===== config.mk =====
export PLATFORM = sky130hd
export DESIGN_NAME = bsr_readout
export DESIGN_NICKNAME = d
export VERILOG_FILES = /design/src/include/bsr_pkg.sv /design/src/design/bsr_readout.sv /design/src/design/bsr_sync.sv /design/src/design/bsr_fifo.sv
export SDC_FILE = /design/constraint.sdc
export NUM_CORES = 1
export LEC_CHECK = 0
export ABC_AREA = 1
export BUFFER_PORTS_ARGS = -buffer_cell sky130_fd_sc_hd__buf_2
export CELL_PAD_IN_SITES_DETAIL_PLACEMENT = 1
export CELL_PAD_IN_SITES_GLOBAL_PLACEMENT = 2
export CORE_ASPECT_RATIO = 0.8
export CORE_UTILIZATION = 39
export DETAILED_ROUTE_END_ITERATION = 16
export GPL_TIMING_DRIVEN = 0
export PLACE_DENSITY = 0.93
export RECOVER_POWER = 25
export SKIP_LAST_GASP = 1
export SYNTH_ARGS = -nofsm -noshare
export SYNTH_HDL_FRONTEND = slang
export SYNTH_HIERARCHICAL = 1
export SYNTH_SLANG_ARGS = --single-unit

===== constraint.sdc =====
create_clock -name core_clk -period 3.1 [get_ports core_clk]
set_input_delay 0.31 -clock core_clk [delete_from_list [all_inputs] [get_ports core_clk]]
set_output_delay 0.31 -clock core_clk [all_outputs]
set_load 0.02 [all_outputs]

===== src/include/bsr_pkg.sv =====
/*
  constants, codes and types of the barometric sensor serial readout.
  assumes one core clock at 50 MHz and a host that owns the serial clock.
*/
package bsr_pkg;

  // ***************************************************
  // frame layout
  // ***************************************************
  localparam int          FRAME_BITS   = 10;      // start+setup+stop
  localparam int          RESET_BITS   = 21;      // reset pattern length
  localparam int          RESULT_BITS  = 16;      // result word width
  localparam logic [4:0]  READ_LAST    = 5'h10;   // 17th readout clock
  localparam logic [1:0]  ACK_LAST     = 2'h1;    // 2 clocks after ack
  localparam logic [3:0]  FRAME_FULL   = 4'ha;    // bits in a frame
  localparam logic [2:0]  START_MARK   = 3'h7;    // three high bits
  localparam logic [2:0]  STOP_MARK    = 3'h0;    // three low bits
  localparam int          FIFO_DEPTH   = 4;       // result buffer depth

  // ***************************************************
  // setup codes and reset pattern
  // ***************************************************
  localparam logic [3:0]  CODE_PRESSURE = 4'ha;   // pressure conversion
  localparam logic [3:0]  CODE_TEMP     = 4'h9;   // temperature conversion
  localparam logic [3:0]  CODE_CAL_ONE  = 4'h5;   // calibration word one
  localparam logic [3:0]  CODE_CAL_TWO  = 4'h6;   // calibration word two
  localparam logic [3:0]  CODE_CAL_THR  = 4'h3;   // calibration word three
  localparam logic [3:0]  CODE_CAL_FOUR = 4'hc;   // calibration word four
  localparam logic [20:0] RESET_PATTERN = 21'h155540; // alternating, 6 low

  // ***************************************************
  // calibration store, values arbitrary
  // ***************************************************
  localparam logic [63:0] CAL_DEFAULT = 64'h1234_5678_9abc_def0;

  // ***************************************************
  // interface states
  // ***************************************************
  typedef enum logic [1:0] {
    BSR_IDLE = 2'b00,   // hunting for a command frame
    BSR_ACK  = 2'b01,   // counting clocks after acknowledge
    BSR_CONV = 2'b10,   // waiting for the converter result
    BSR_READ = 2'b11    // shifting a word out
  } bsr_state_type;

endpackage


===== src/design/bsr_readout.sv =====
/*
  serial command decoder and readout shifter of the sensor interface.
  assumes the host drives sclk and din, an external converter returns
  results on adc_valid/adc_data, and only sclk and din are asynchronous.
*/
`timescale 1ns/1ps
module bsr_readout
  import bsr_pkg::*;
(
  input  wire logic        core_clk,     // core clock, 50 MHz
  input  wire logic        rst,          // sync reset, high
  input  wire logic        sclk_pin,     // serial clock from host
  input  wire logic        din_pin,      // serial data from host
  output logic             dout,         // serial data to host
  output logic             conv_start,   // one-cycle conversion request
  output logic             conv_temp,    // high: temperature requested
  input  wire logic        adc_valid,    // converter result offered
  input  wire logic [15:0] adc_data,     // converter result word
  output logic             adc_ready     // buffer can take a result
);

  // ***************************************************
  // pin synchronisation
  // ***************************************************
  logic [1:0] pins_s;                    // synchronised sclk, din
  logic       sclk_s;                    // synchronised serial clock
  logic       din_s;                     // synchronised data in

  // both pins pass two flops before use
  bsr_sync #(
    .WIDTH    (2)
  ) u_sync (
    .core_clk (core_clk),
    .rst      (rst),
    .async_in ({sclk_pin, din_pin}),
    .sync_out (pins_s)
  );

  assign sclk_s = pins_s[1];
  assign din_s  = pins_s[0];

  // ***************************************************
  // result buffer
  // ***************************************************
  logic        res_valid;                // buffered result present
  logic        res_ready;                // shifter takes result
  logic [15:0] res_data;                 // buffered result word
  logic        fifo_in_ready;            // buffer has room

  // converter output waits here until the shifter wants it
  bsr_fifo #(
    .WIDTH     (RESULT_BITS),
    .DEPTH     (FIFO_DEPTH)
  ) u_fifo (
    .core_clk  (core_clk),
    .rst       (rst),
    .in_valid  (adc_valid),
    .in_ready  (fifo_in_ready),
    .in_data   (adc_data),
    .out_valid (res_valid),
    .out_ready (res_ready),
    .out_data  (res_data)
  );

  // ***************************************************
  // core state
  // ***************************************************
  typedef struct packed {
    bsr_state_type st;                   // interface state
    logic          sclk_prev;            // last sclk sample
    logic [20:0]   hist;                 // recent data-in bits
    logic [3:0]    nbits;                // bits since idle, saturating
    logic [1:0]    tail;                 // clocks after acknowledge
    logic [4:0]    rd_cnt;               // readout clocks seen
    logic [15:0]   shreg;                // word being shifted out
    logic          dout;                 // data-out level
    logic          conv_start;           // request pulse
    logic          conv_temp;            // conversion kind
    logic          adc_ready;            // buffer room, registered
  } bsr_core_type;

  bsr_core_type s;                       // registered state
  bsr_core_type next_s;                  // next state

  // calibration words, most significant first
  logic [3:0][15:0] cal_words;           // word one at index 3
  assign cal_words = CAL_DEFAULT;

  // shifter takes a result only while converting
  assign res_ready = (s.st == BSR_CONV);

  // ***************************************************
  // next-state logic
  // ***************************************************
  always_comb
  begin
    logic rise;                          // sclk rising edge
    logic framed;                        // valid frame in history
    rise      = sclk_s & ~s.sclk_prev;
    next_s    = s;
    framed    = 1'b0;
    next_s.conv_start = 1'b0;
    next_s.sclk_prev  = sclk_s;
    next_s.adc_ready  = fifo_in_ready;

    // every rising edge shifts one data-in bit into history
    if (rise)
    begin
      next_s.hist = {s.hist[19:0], din_s};
      if (s.nbits != FRAME_FULL)
      begin
        next_s.nbits = s.nbits + 4'h1;
      end
    end

    // frame check: start marker, setup, stop marker
    framed = (next_s.nbits == FRAME_FULL)
           && (next_s.hist[9:7] == START_MARK)
           && (next_s.hist[2:0] == STOP_MARK);

    if (rise && (next_s.hist == RESET_PATTERN))
    begin
      // reset pattern wins in every state
      next_s.st     = BSR_IDLE;
      next_s.hist   = '0;
      next_s.nbits  = '0;
      next_s.tail   = '0;
      next_s.rd_cnt = '0;
      next_s.dout   = 1'b0;
    end
    else
    begin
      case (s.st)
        // hunting for a command
        BSR_IDLE:
        begin
          if (rise && framed)
          begin
            // decode the four-bit setup field
            case (next_s.hist[6:3])
              CODE_PRESSURE, CODE_TEMP:
              begin
                // acknowledge the start on the last stop bit
                next_s.conv_temp = (next_s.hist[6:3] == CODE_TEMP);
                next_s.dout      = 1'b1;
                next_s.st        = BSR_ACK;
                next_s.tail      = '0;
              end
              CODE_CAL_ONE:
              begin
                next_s.shreg  = cal_words[3];
                next_s.dout   = 1'b0;
                next_s.st     = BSR_READ;
                next_s.rd_cnt = '0;
              end
              CODE_CAL_TWO:
              begin
                next_s.shreg  = cal_words[2];
                next_s.dout   = 1'b0;
                next_s.st     = BSR_READ;
                next_s.rd_cnt = '0;
              end
              CODE_CAL_THR:
              begin
                next_s.shreg  = cal_words[1];
                next_s.dout   = 1'b0;
                next_s.st     = BSR_READ;
                next_s.rd_cnt = '0;
              end
              CODE_CAL_FOUR:
              begin
                next_s.shreg  = cal_words[0];
                next_s.dout   = 1'b0;
                next_s.st     = BSR_READ;
                next_s.rd_cnt = '0;
              end
              default:
              begin
                // unknown setup: keep hunting
                next_s.st = BSR_IDLE;
              end
            endcase
          end
        end

        // two further clocks, then the conversion starts
        BSR_ACK:
        begin
          if (rise)
          begin
            if (s.tail == ACK_LAST)
            begin
              next_s.st         = BSR_CONV;
              next_s.conv_start = 1'b1;
            end
            else
            begin
              next_s.tail = s.tail + 2'h1;
            end
          end
        end

        // waiting: result from the buffer ends the conversion
        BSR_CONV:
        begin
          if (res_valid)
          begin
            next_s.shreg  = res_data;
            next_s.dout   = 1'b0;
            next_s.st     = BSR_READ;
            next_s.rd_cnt = '0;
          end
        end

        // shift out msb first; a stalled sclk simply waits
        BSR_READ:
        begin
          if (rise)
          begin
            if (s.rd_cnt == READ_LAST)
            begin
              // seventeenth clock closes the readout
              next_s.dout  = 1'b0;
              next_s.st    = BSR_IDLE;
              next_s.nbits = '0;
            end
            else
            begin
              next_s.dout   = s.shreg[15];
              next_s.shreg  = {s.shreg[14:0], 1'b0};
              next_s.rd_cnt = s.rd_cnt + 5'h1;
            end
          end
        end

        default:
        begin
          next_s.st = BSR_IDLE;
        end
      endcase
    end
  end

  // ***************************************************
  // state register
  // ***************************************************
  always_ff @(posedge core_clk)
  begin
    if (rst)
    begin
      s <= '0;
    end
    else
    begin
      s <= next_s;
    end
  end

  // ***************************************************
  // outputs, all from flops
  // ***************************************************
  assign dout       = s.dout;
  assign conv_start = s.conv_start;
  assign conv_temp  = s.conv_temp;
  assign adc_ready  = s.adc_ready;

endmodule // bsr_readout


===== src/design/bsr_sync.sv =====
/*
  two-flop synchroniser for a group of asynchronous pin levels.
  assumes the pins are quasi-static compared with the core clock.
*/
`timescale 1ns/1ps
module bsr_sync
  import bsr_pkg::*;
#(
  parameter int WIDTH = 2                    // number of levels
)(
  input  wire logic             core_clk,    // core clock
  input  wire logic             rst,         // sync reset, high
  input  wire logic [WIDTH-1:0] async_in,    // raw pin levels
  output logic      [WIDTH-1:0] sync_out     // resynchronised levels
);

  // ***************************************************
  // state
  // ***************************************************
  typedef struct packed {
    logic [WIDTH-1:0] meta;                  // first stage only
    logic [WIDTH-1:0] safe;                  // second stage
  } bsr_sync_type;

  bsr_sync_type s;                           // registered state
  bsr_sync_type next_s;                      // next state

  // stage shift
  always_comb
  begin
    next_s      = s;
    next_s.meta = async_in;
    next_s.safe = s.meta;
  end

  // register the copy
  always_ff @(posedge core_clk)
  begin
    if (rst)
    begin
      s <= '0;
    end
    else
    begin
      s <= next_s;
    end
  end

  assign sync_out = s.safe;

endmodule // bsr_sync


===== src/design/bsr_fifo.sv =====
/*
  small result buffer between converter and serial shifter.
  assumes both sides sit on the core clock.
*/
`timescale 1ns/1ps
module bsr_fifo
  import bsr_pkg::*;
#(
  parameter int WIDTH = 16,                  // word width
  parameter int DEPTH = 4                    // words held
)(
  input  wire logic             core_clk,    // core clock
  input  wire logic             rst,         // sync reset, high
  input  wire logic             in_valid,    // word offered
  output logic                  in_ready,    // room available
  input  wire logic [WIDTH-1:0] in_data,     // word in
  output logic                  out_valid,   // word available
  input  wire logic             out_ready,   // word taken
  output logic      [WIDTH-1:0] out_data     // word out
);

  localparam int AW = $clog2(DEPTH);        // pointer width

  // ***************************************************
  // state
  // ***************************************************
  typedef struct packed {
    logic [DEPTH-1:0][WIDTH-1:0] mem;        // storage
    logic [AW-1:0]               wr_ptr;     // write index
    logic [AW-1:0]               rd_ptr;     // read index
    logic [AW:0]                 count;      // words held
    logic                        in_ready;   // not full
    logic                        out_valid;  // not empty
  } bsr_fifo_type;

  bsr_fifo_type s;                           // registered state
  bsr_fifo_type next_s;                      // next state

  // push, pop and flag update
  always_comb
  begin
    logic push;
    logic pop;
    push   = in_valid & s.in_ready;
    pop    = out_ready & s.out_valid;
    next_s = s;
    if (push)
    begin
      next_s.mem[s.wr_ptr] = in_data;
      next_s.wr_ptr        = (s.wr_ptr == AW'(DEPTH - 1)) ? '0
                             : s.wr_ptr + 1'b1;
    end
    if (pop)
    begin
      next_s.rd_ptr = (s.rd_ptr == AW'(DEPTH - 1)) ? '0
                      : s.rd_ptr + 1'b1;
    end
    next_s.count     = s.count + (AW+1)'(push) - (AW+1)'(pop);
    next_s.in_ready  = (next_s.count != (AW+1)'(DEPTH));
    next_s.out_valid = (next_s.count != '0);
  end

  // register the copy
  always_ff @(posedge core_clk)
  begin
    if (rst)
    begin
      s          <= '0;
      s.in_ready <= 1'b1;
    end
    else
    begin
      s <= next_s;
    end
  end

  assign in_ready  = s.in_ready;
  assign out_valid = s.out_valid;
  assign out_data  = s.mem[s.rd_ptr];

endmodule // bsr_fifo


Yosys cells after proc, flatten, opt, wreduce, memory -nomap -nowiden
Cells that the tools add are included.
{"block": "totals", "reg_bits": 132, "output_inout_bits": 4, "elab_cells": 121}
{"block": "op_classes", "add_sub_neg": 7, "n_lt_le_gt_ge": 3, "n_eq_ne": 29, "mux": 33, "bitwise_logic": 7, "n_reduce_logical": 20}
{"cell": "21-bit case mux with 4 select lines", "n": 1}
{"cell": "22-bit case mux with 3 select lines", "n": 1}
{"cell": "64-bit bitwise mux", "n": 1}
{"cell": "22-bit two-way mux", "n": 2}
{"cell": "16-bit binary-select mux with 2-bit select", "n": 1}
{"cell": "16-bit demux with 2-bit select", "n": 1}
{"cell": "16-bit two-way mux", "n": 2}
{"cell": "25-bit two-way mux", "n": 1}
{"cell": "24-bit two-way mux", "n": 1}
{"cell": "2-bit two-way mux", "n": 11}
{"cell": "21-bit == test (second input constant)", "n": 1}
{"cell": "21-bit two-way mux", "n": 1}
{"cell": "4-bit == test (second input constant)", "n": 4}
{"cell": "4-bit two-way mux", "n": 4}
{"cell": "2-bit != test (second input constant)", "n": 8}
{"cell": "6-bit AND reduction", "n": 2}
{"cell": "5-bit AND reduction", "n": 2}
{"cell": "2-bit == test (second input constant)", "n": 4}
{"cell": "4-bit by 3-bit == test with 1-bit output (second input constant)", "n": 2}
{"cell": "2-bit case mux with 2 select lines", "n": 2}
{"cell": "2-bit case mux with 4 select lines", "n": 1}
{"cell": "4-bit OR reduction", "n": 2}
{"cell": "7-bit AND reduction", "n": 1}
{"cell": "2-bit by 1-bit adder with 2-bit output (second input constant)", "n": 3}
{"cell": "26 further kinds", "n": 40}

Longest topological paths before layout
Gate-level depths: netlist of the first run.
{"block": "logic_depth", "word_depth": 9, "depth_mapped": 18, "depth_no_buf": 15}

Cells and area by module
The synthesis of the first run kept the hierarchy.
{"module": "bsr_fifo", "instances": 1, "cells_each": 429, "area_per_inst_um2": 3238.1}
{"module": "bsr_readout", "instances": 1, "cells_each": 458, "area_per_inst_um2": 3111.7}
{"module": "bsr_sync", "instances": 1, "cells_each": 12, "area_per_inst_um2": 110.1}

Worst setup path after synthesis of the first run
Ideal clock, no wire load.
{"block": "synth_timing", "kind": "reg-to-reg", "startpoint": "reg s[53] (netlist name)", "endpoint": "reg u_fifo.s, in the netlist u_fifo/out_valid", "t_arrival_ps": 1903, "required_ps": 2984, "slack_ps": 1081, "stages_incl_launch_ff": 11, "cell_sequence": "dfxtp_1 > inv_1 > ha_1 > nand2_1 > inv_1 > ha_1 > inv_1 > ha_1 > fa_1 > o21ai_0 > nand2_1"}
{"item": "end signal: assignment", "line_no": "bsr_fifo.sv:73", "text": "s <= next_s;"}
{"item": "end: declaration", "line_no": "bsr_fifo.sv:36", "text": "bsr_fifo_type s;"}

==> impl_metrics.yaml, run 1 <==
status:
  status: "finished clean"
clock_network:
  ctsResizeCount: 0
  cts_buffer_depth: 2
  numCtsBuffers: 17
  cts_tree: "done"
  clk_latency_ps: 430
  path_clk_slew_ps: 60
  cts_setup_buffers: 0
  hold_buffers: 0
  htree_levels: 4
  cts.sinks: 132
  clockRootBuffer: "clkbuf_16"
detailed_routing:
  ant_nets: 0
  wirelength_um: 19600
  viasPerCell: 5.14
  dr.pass1.iters: 5
  route.detailed.drc: 0
  vias: 6015
  wire_per_inst_um: 16.8
  drt_iter0_markers: 375
die:
  core_area_mm2: 0.0160
  die_width_um: 146
  initial_core_util: 0.405
  core.rowCount: 41
  ios: 25
  dieArea_mm2: 0.0171
  die_height_um: 117
critical_path:
  crit_arrival_ps: 2630
  start_kind: "flop"
  rrSetupSlack_ps: 770
  cp_num_buf_inv: 4
  reg2reg_from: "s[52]"
  critical-path-top-delay-family: "simple AND/OR/NAND/NOR gates"
  ff2ff_path_depth: 11
  critical_path_required_ps: 3400
  crit_type: "flop to flop"
  cp_cell_sequence: "inv_2, nand2_4, buf_6, buf_6, nor3_1, nand3_1, nor2_1, nand3_1, nand2_2, buf_2, nor2_1"
  rr_endpoint: "s[42]"
  endpoint_kind: "flop"
  critPathMaxFanout: 10
  cp_slowest_cell: "dfxtp_1"
  slowest_delay_ps: 330
worst_hold_path:
  hold_depth: 3
  hold_start: "sclk_pin"
  hold_end: "u_sync/next_s[1]"
  hold_path_class: "primary input to flop"
global_routing:
  grt.overflow.total: 0
  grt_max_degree: 17
  grt_pass1_wl_um: 31800
  grt_pass1_vias: 6019
  antenna_found_initial: 0
  grtUsageTotal: 0.242
logic_synthesis:
  syn_inst: 899
  seq_area_frac_synth: 0.409
  yosysMostFrequentCell: "nor2_1"
  synthFlopType: "dfxtp_1"
  synth_edf_count: 0
  synth_cell_types: 36
  synth-seq-cells: 132
  synth_top_area_cell: "dfxtp_1"
  synth-warning-count: 6
  yosysTopAreaCellShare: 0.409
  async_flop_share: 0
  synthTopCellsByArea: "dfxtp_1 (41%), nor2_1 (14%), nand2_1 (6.6%)"
  syn_area_mm2: 0.00646
  synthTopCellsByCount: "nor2_1 (236), dfxtp_1 (132), nand2_1 (113)"
  synth_nets: 937
  postSynthAreaPerCell_um2: 7.19
place:
  dp_hpwl_um: 13800
  gp_congestion: 0.782
  io_buffer_count: 24
sta:
  fmax_mhz: 429
  fin_crit_ps: 2330
  fin_skew_ps: 14.1
  fin_tns_setup_ps: 0
  tightest_slew_ps: 710
  slew_violations: 0
  rsz0062_at_grt: "no"
  finalSetupViolCount: 0
  min_period_over_period: 0.752
  hold_viol: 0
  maxSlewHeadroom: 0.527
layout:
  nNetsFinal: 980
  area_delta_synth_final_pct: 14.9
  diodes: 0
  drive_gt1_frac: 0.130
  nFillCells: 2096
pwr:
  powerDensity_mw_per_mm2: 581
  finalPower_mw: 4.31
  ir_drop_mv: 0.386
  leakagePower_nw: 3.28
run:
  cap_viol_max_count: 0
## per-stage QoR
step / instances / setup WS [ps] / hold slack, ps / utilization / area [um2]
after floorplan: 899 / 1080 / 381 / - / 6460
after global placement: 1138 / 836 / 389 / 0.429 / 6850
after detailed placement: 1138 / 779 / 400 / 0.429 / 6850
after CTS: 1170 / 735 / 84.7 / 0.466 / 7430
after global routing: 1170 / 499 / 109 / 0.465 / 7420
final: 1170 / 769 / 96.6 / 0.465 / 7420
## cell type report
| class | instances | area, um2 | area share |
|---|---|---|---|
| buffer | 43 | 327 | 0.0440 |
| multi-input combinational | 646 | 3190 | 0.429 |
| inverter | 78 | 305 | 0.0411 |
| clock inverter | 15 | 155 | 0.0209 |
| tap | 215 | 269 | 0.0362 |
| timing repair buffer | 24 | 114 | 0.0153 |
| clock buffer | 17 | 425 | 0.0573 |
| sequential | 132 | 2640 | 0.356 |
## worst register-to-register path, delay by kind of cell (launching register included)
family,cells,cell delay (ps)
buffers and inverters,4,780
flip-flops,1,330
AND/OR/NAND/NOR,7,1100
## state kept, by name, summed over array words and instances (netlist names)
| signal | flops |
|---|---|
| adc_ready | 1 |
| u_fifo/out_valid | 1 |
| conv_temp | 1 |
| dout | 1 |
| s | 51 |
| u_sync/next_s | 2 |
| u_fifo/s | 71 |
| conv_start | 1 |
| u_fifo/in_ready | 1 |
| u_sync/sync_out | 2 |
## layout by cell type, fill, tap and decap left out, types with 6 or more instances in the layout
| cell type | Yosys | final |
|---|---|---|
| inv_1 | 66 | 66 |
| inv_2 | 6 | 6 |
| buf_2 | 8 | 27 |
| o22ai_1 | 17 | 17 |
| clkbuf_1 | 16 | 21 |
| a22o_1 | 10 | 10 |
| clkbuf_16 | 0 | 17 |
| ha_1 | 16 | 16 |
| nand2_2 | 7 | 7 |
| o21ai_0 | 68 | 71 |
| o21ai_1 | 50 | 47 |
| nor2_2 | 13 | 13 |
| buf_6 | 17 | 17 |
| a21oi_1 | 39 | 39 |
| nor2_1 | 236 | 236 |
| nand3_1 | 39 | 39 |
| nand2_1 | 113 | 113 |
| dfxtp_1 | 132 | 132 |
## worst max path at each step
stage / start / cells past startpoint / to / slack (ps)
finish: s[52] / 11 / s[42] / 770
global route: s[52] / 12 / s[29] / 500
CTS: s[53] / 13 / u_fifo/out_valid / 730
detailed placement: s[53] / 13 / u_fifo/out_valid / 780
global placement: s[53] / 10 / u_fifo/out_valid / 840
floorplan: s[53] / 10 / u_fifo/out_valid / 1080
## report_power, final
group,total (mW),switching (mW),internal [mW]
registers,1.85,0.0546,1.79
logic,0.461,0.311,0.150
clock network,2.00,0.814,1.19
## routing by layer
metal | global-route usage | part of all wire | vias up
met5 | 0 | 0 | -
met4 | 0.0674 | 0.010 | 0
met3 | 0.0372 | 0.034 | 20
met2 | 0.372 | 0.42 | 101
met1 | 0.352 | 0.54 | 2882
li1 | - | - | 3012
## logic make-up after synthesis
kind of cell	after synthesis	share of synthesized area
AND/OR/NAND/NOR	432	0.291
AO/OA/AOI/OAI	194	0.164
flip-flops	132	0.409
buffers and inverters	121	0.0978
adder cells (fa/ha/maj)	17	0.0341
XOR/XNOR	3	0.00407
Note: power is estimated with default switching activity, not from simulation.
==> inputs of run 2 (changes only) <==
CORE_UTILIZATION = 36   (was 39)
PLACE_DENSITY = 0.88   (was 0.93)
clock period = 2.16 ns   (was 3.1 ns; I/O delays follow)
==> impl_metrics.yaml, run 2 (synthesis gave the netlist of run 1 again) <==
global_routing:
  antenna_found_initial: 1
  grt_pass1_wl_um: 32400
  grt.overflow.total: 0
  grt_pass1_vias: 6115
  grt_max_degree: 17
  grtUsageTotal: 0.232
critical_path:
  critical_path_required_ps: 2480
  crit_arrival_ps: 2420
  cp_slowest_cell: "dfxtp_2"
  crit_type: "flop to flop"
  cp_cell_sequence: "buf_6, inv_2, nor2_4, buf_4, buf_2, nand3_2, nand2_1, nor2_2, nand3_2, nand2_4, nand2_4, nor2_8, buf_6, nand3_1, nand2_1, nor2_1"
  endpoint_kind: "flop"
  ff2ff_path_depth: 16
  start_kind: "flop"
  slowest_delay_ps: 310
  critPathMaxFanout: 7
pwr:
  finalPower_mw: 6.27
  powerDensity_mw_per_mm2: 798
  ir_drop_mv: 0.463
  leakagePower_nw: 3.46
status:
  status: "finished clean"
clock_network:
  cts_tree: "done"
  cts_buffer_depth: 2
  clk_latency_ps: 430
  cts.sinks: 132
  numCtsBuffers: 17
  path_clk_slew_ps: 60
  clockRootBuffer: "clkbuf_16"
  htree_levels: 4
sta:
  fmax_mhz: 476
  slew_violations: 0
  fin_skew_ps: 11.4
  fin_tns_setup_ps: 0
  tightest_slew_ps: 668
  maxSlewHeadroom: 0.555
  fin_crit_ps: 2100
  finalSetupViolCount: 0
  hold_viol: 0
  min_period_over_period: 0.972
  rsz0062_at_grt: "yes"
layout:
  regMostFlops: "u_fifo/s"
  final_cell_count_no_fill: 1199
  nFillCells: 2221
  multi_input_area_mm2: 0.00339
  largestRegisters: "u_fifo/s x71, s x51"
  seq_area_mm2: 0.00265
  final_cell_mix: "nor2_1 (229), dfxtp_1 (127), nand2_1 (104), o21ai_0 (67), inv_1 (64)"
  largest_register_ffs: 71
  diodes: 0
  nNetsFinal: 999
  area_delta_synth_final_pct: 21.6
  final_common_cell: "nor2_1"
  drive_gt1_frac: 0.207
die:
  initial_core_util: 0.371
  die_height_um: 122
  ios: 25
  core_area_mm2: 0.0174
  core.rowCount: 43
  die_width_um: 152
  dieArea_mm2: 0.0185
place:
  dp.cells: 1148
  dp_hpwl_um: 13800
  gp_congestion: 0.774
  io_buffer_count: 24
detailed_routing:
  viasPerCell: 5.10
  vias: 6116
  dr.pass1.iters: 5
  drt_iter0_markers: 320
  wire_per_inst_um: 16.9
  wirelength_um: 20300
  route.detailed.drc: 0
  ant_nets: 0
run:
  cap_viol_max_count: 0
worst_hold_path:
  hold_depth: 3
  hold_path_class: "primary input to flop"
[run 2: worst paths after layout]
kind                      start                  to  slack (ps)
min reg2reg    u_sync/next_s[1]  u_sync/sync_out[1]         400
min                 adc_data[9]        u_fifo/s[66]          60
max          u_sync/sync_out[1]                s[6]          60
max reg2reg  u_sync/sync_out[1]                s[6]          60
[run 2: where the power goes]
part           total, mW  internal [mW]  switching [mW]
clock network       2.92           1.75            1.18
logic              0.695          0.241           0.453
registers           2.66           2.57          0.0820
total               6.27           4.56            1.71
[run 2: worst max-delay path, delay by kind of cell (launching register included)]
| family | cells | cell delay, ps |
|---|---|---|
| buffers and inverters | 5 | 650 |
| DFF | 1 | 310 |
| and+or+nand+nor | 11 | 1030 |
[run 2: timing repair]
item                                   in CTS  in global routing
gates resized for setup                    14                 67
gates cloned                                2                  1
pin swaps                                   4                 17
hold buffers                                2                  0
setup endpoints to repair                  47                 50
buffers inserted                            5                 10
endpoints found under the hold margin       2                  0
[run 2: cell type report]
cell class	instances	area share
flip-flops and latches	132	0.338
well taps	225	0.0358
inverters	78	0.0398
repair buffers	44	0.0349
plain buffers	42	0.0452
clock inverters	13	0.0183
clock buffers	19	0.0564
multi-input cells	646	0.432
[run 2: layer usage]
layer	track usage	part of all wire	vias up
met1	0.329	0.51	2950
met2	0.349	0.44	96
li1	-	-	3049
met5	0	0.00049	-
met3	0.0539	0.043	19
met4	0.0631	0.010	2
[run 2: per-stage QoR]
stage | utilization | hold WS [ps] | worst slack (ps) | area [um2]
3_3_place_gp | 0.394 | 390 | -97.4 | 6860
2_1_floorplan | - | 287 | 141 | 6460
5_1_grt | 0.451 | 72.3 | -73.3 | 7860
6_report | 0.451 | 58.0 | 59.5 | 7860
4_1_cts | 0.433 | 54.7 | -14.9 | 7550
3_5_place_dp | 0.394 | 397 | -108 | 6860
==> inputs of run 3 (changes only) <==
ABC_AREA = default   (was 1)
CORE_UTILIZATION = 38   (was 36)
PLACE_DENSITY = 0.87   (was 0.88)
==> impl_metrics.yaml, run 3 <==
layout:
  final_cell_count_no_fill: 1047
  nFillCells: 1857
  finish.instance_area_mm2: 0.00826
  diodes: 0
  area_delta_synth_final_pct: 33.0
  fin_util: 0.520
  largest_register_ffs: 71
  final_common_cell: "nand2_1"
  nNetsFinal: 857
  largestRegisters: "u_fifo/s x71, s x50"
  drive_gt1_frac: 0.287
  final_cell_mix: "nand2_1 (181), dfxtp_1 (119), a21oi_1 (98), buf_4 (34), buf_2 (24)"
  regMostFlops: "u_fifo/s"
logic_synthesis:
  synth_top_area_cell: "dfxtp_1"
  synth_nets: 772
  synthFlopType: "dfxtp_1"
  yosysTopAreaCellShare: 0.422
  synth_edf_count: 0
  postSynthAreaPerCell_um2: 8.47
  async_flop_share: 0
  syn_inst: 734
  synth-warning-count: 6
  synthTopCellsByCount: "nand2_1 (185), dfxtp_1 (131), a21oi_1 (113)"
  syn_area_mm2: 0.00622
  synth_cell_types: 65
  seq_area_frac_synth: 0.422
  synth-seq-cells: 131
  yosysMostFrequentCell: "nand2_1"
  synthTopCellsByArea: "dfxtp_1 (42%), nand2_1 (11%), a21oi_1 (9.1%)"
clock_network:
  clk_latency_ps: 430
  path_clk_slew_ps: 60
  clockRootBuffer: "clkbuf_16"
  numCtsBuffers: 17
  htree_levels: 4
  cts_buffer_depth: 2
  cts_tree: "done"
  cts.sinks: 131
global_routing:
  grt.overflow.total: 0
  grt_pass1_wl_um: 32900
  grt_max_degree: 17
  grtUsageTotal: 0.256
  grt_pass1_vias: 6115
  antenna_found_initial: 0
detailed_routing:
  wirelength_um: 22100
  viasPerCell: 5.70
  route.detailed.drc: 0
  wire_per_inst_um: 21.1
  vias: 5969
  dr.pass1.iters: 5
  drt_iter0_markers: 365
  ant_nets: 0
die:
  dieArea_mm2: 0.0169
  die_height_um: 116
  core_area_mm2: 0.0159
  core.rowCount: 41
  die_width_um: 145
  ios: 25
  initial_core_util: 0.391
sta:
  slew_violations: 0
  hold_ws_ps: 63.4
  fmax_mhz: 432
  tightest_slew_ps: 706
  min_period_over_period: 1.07
  finalSetupViolCount: 20
  hold_viol: 0
  setup_slack_ps: -155
  fin_skew_ps: 8.68
  fin_crit_ps: 2310
  rsz0062_at_grt: "yes"
  maxSlewHeadroom: 0.529
run:
  cap_viol_max_count: 0
status:
  failed_checks: "negative setup slack"
  status: "finished, violations left"
pwr:
  powerDensity_mw_per_mm2: 761
  leakagePower_nw: 2.88
  finalPower_mw: 6.29
  ir_drop_mv: 0.456
place:
  place_area_mm2: 0.00664
  dp.cells: 972
  gp_congestion: 0.832
  dp_hpwl_um: 14200
  io_buffer_count: 23
critical_path:
  cp_slowest_cell: "or4_4"
  critPathMaxFanout: 2
  crit_arrival_ps: 2610
  slowest_delay_ps: 420
  crit_type: "flop to flop"
  cp_cell_sequence: "inv_2, ha_4, nand2_4, inv_2, ha_4, inv_2, ha_4, fa_2, xnor2_2, xnor2_2, or4_4"
  start_kind: "flop"
  endpoint_kind: "flop"
  critical_path_required_ps: 2450
worst_hold_path:
  hold_path_class: "primary input to flop"
## run 3: changes by cell type after synthesis, moves of 13 or more
cell | previous run | this run
nand3_1 | 39 | 13
nand2_1 | 113 | 185
inv_1 | 66 | 17
o22ai_1 | 17 | 3
nor2_2 | 13 | 0
o21ai_0 | 68 | 11
nor2_1 | 236 | 23
o21ai_1 | 50 | 1
a21oi_1 | 39 | 113
a22oi_1 | 0 | 15
mux4_2 | 0 | 16
## run 3: routing by layer
layer	share of wire	vias up	global-route usage	wire length, um
met4	0.020	0	0.0965	439
met1	0.45	2999	0.333	10000
met3	0.044	36	0.0520	980
met2	0.48	160	0.424	10600
met5	0	-	0	0
li1	-	2774	-	-
## run 3: kinds of logic after synthesis
kind of cell	after synthesis	share of synthesized area
mux	21	0.0660
simple gates	299	0.227
xor+xnor	4	0.00564
fa+ha+maj	17	0.0354
buf+inv	69	0.0537
compound gates	193	0.190
flops	131	0.422
## run 3: final timing paths
path / end / slack, ps / start / cells past startpoint
max: u_fifo/in_ready / -150 / s[53] / 11
min: u_fifo/s[36] / 60 / adc_data[11] / 3
max reg2reg: u_fifo/in_ready / -150 / s[53] / 11
min reg2reg: u_sync/sync_out[1] / 440 / u_sync/next_s[1] / 1
## run 3: final cells by class
cell class | count | area [um2] | share of cell area
Clock buffer | 19 | 443 | 0.0536
Sequential cell | 131 | 2650 | 0.320
Multi-Input combinational cell | 534 | 3790 | 0.458
Clock inverter | 13 | 173 | 0.0209
Inverter | 17 | 67.6 | 0.00818
Timing Repair Buffer | 67 | 499 | 0.0604
Buffer | 51 | 378 | 0.0457
Tap cell | 215 | 269 | 0.0326
## run 3: worst max-delay path: cells and delay by family (launching register included)
kind          cells  cell delay (ps)
xor+xnor          2              300
fa+ha+maj         4              940
buf+inv           3              130
flops             1              330
simple gates      2              480
## run 3: through the flow
stage,setup TNS [ps],worst slack [ps]
3_3_place_gp,-26480,-775
3_5_place_dp,-29610,-844
6_report,-1440,-155
5_1_grt,-2800,-210
2_1_floorplan,-103,-103
4_1_cts,-2900,-205
## run 3: report_power, final
group	internal (mW)	switching, mW
sequential	2.52	0.0757
clock	1.87	1.19
combinational	0.262	0.375
total	4.65	1.64
## run 3: timing repair
item | in CTS | in global routing
setup endpoints to repair | 54 | 46
gates resized for setup | 102 | 68
cloned | 2 | 0
endpoints found under the hold margin | 2 | 0
hold buffers | 2 | 0
pin swaps | 42 | 21
setup buffers | 19 | 21
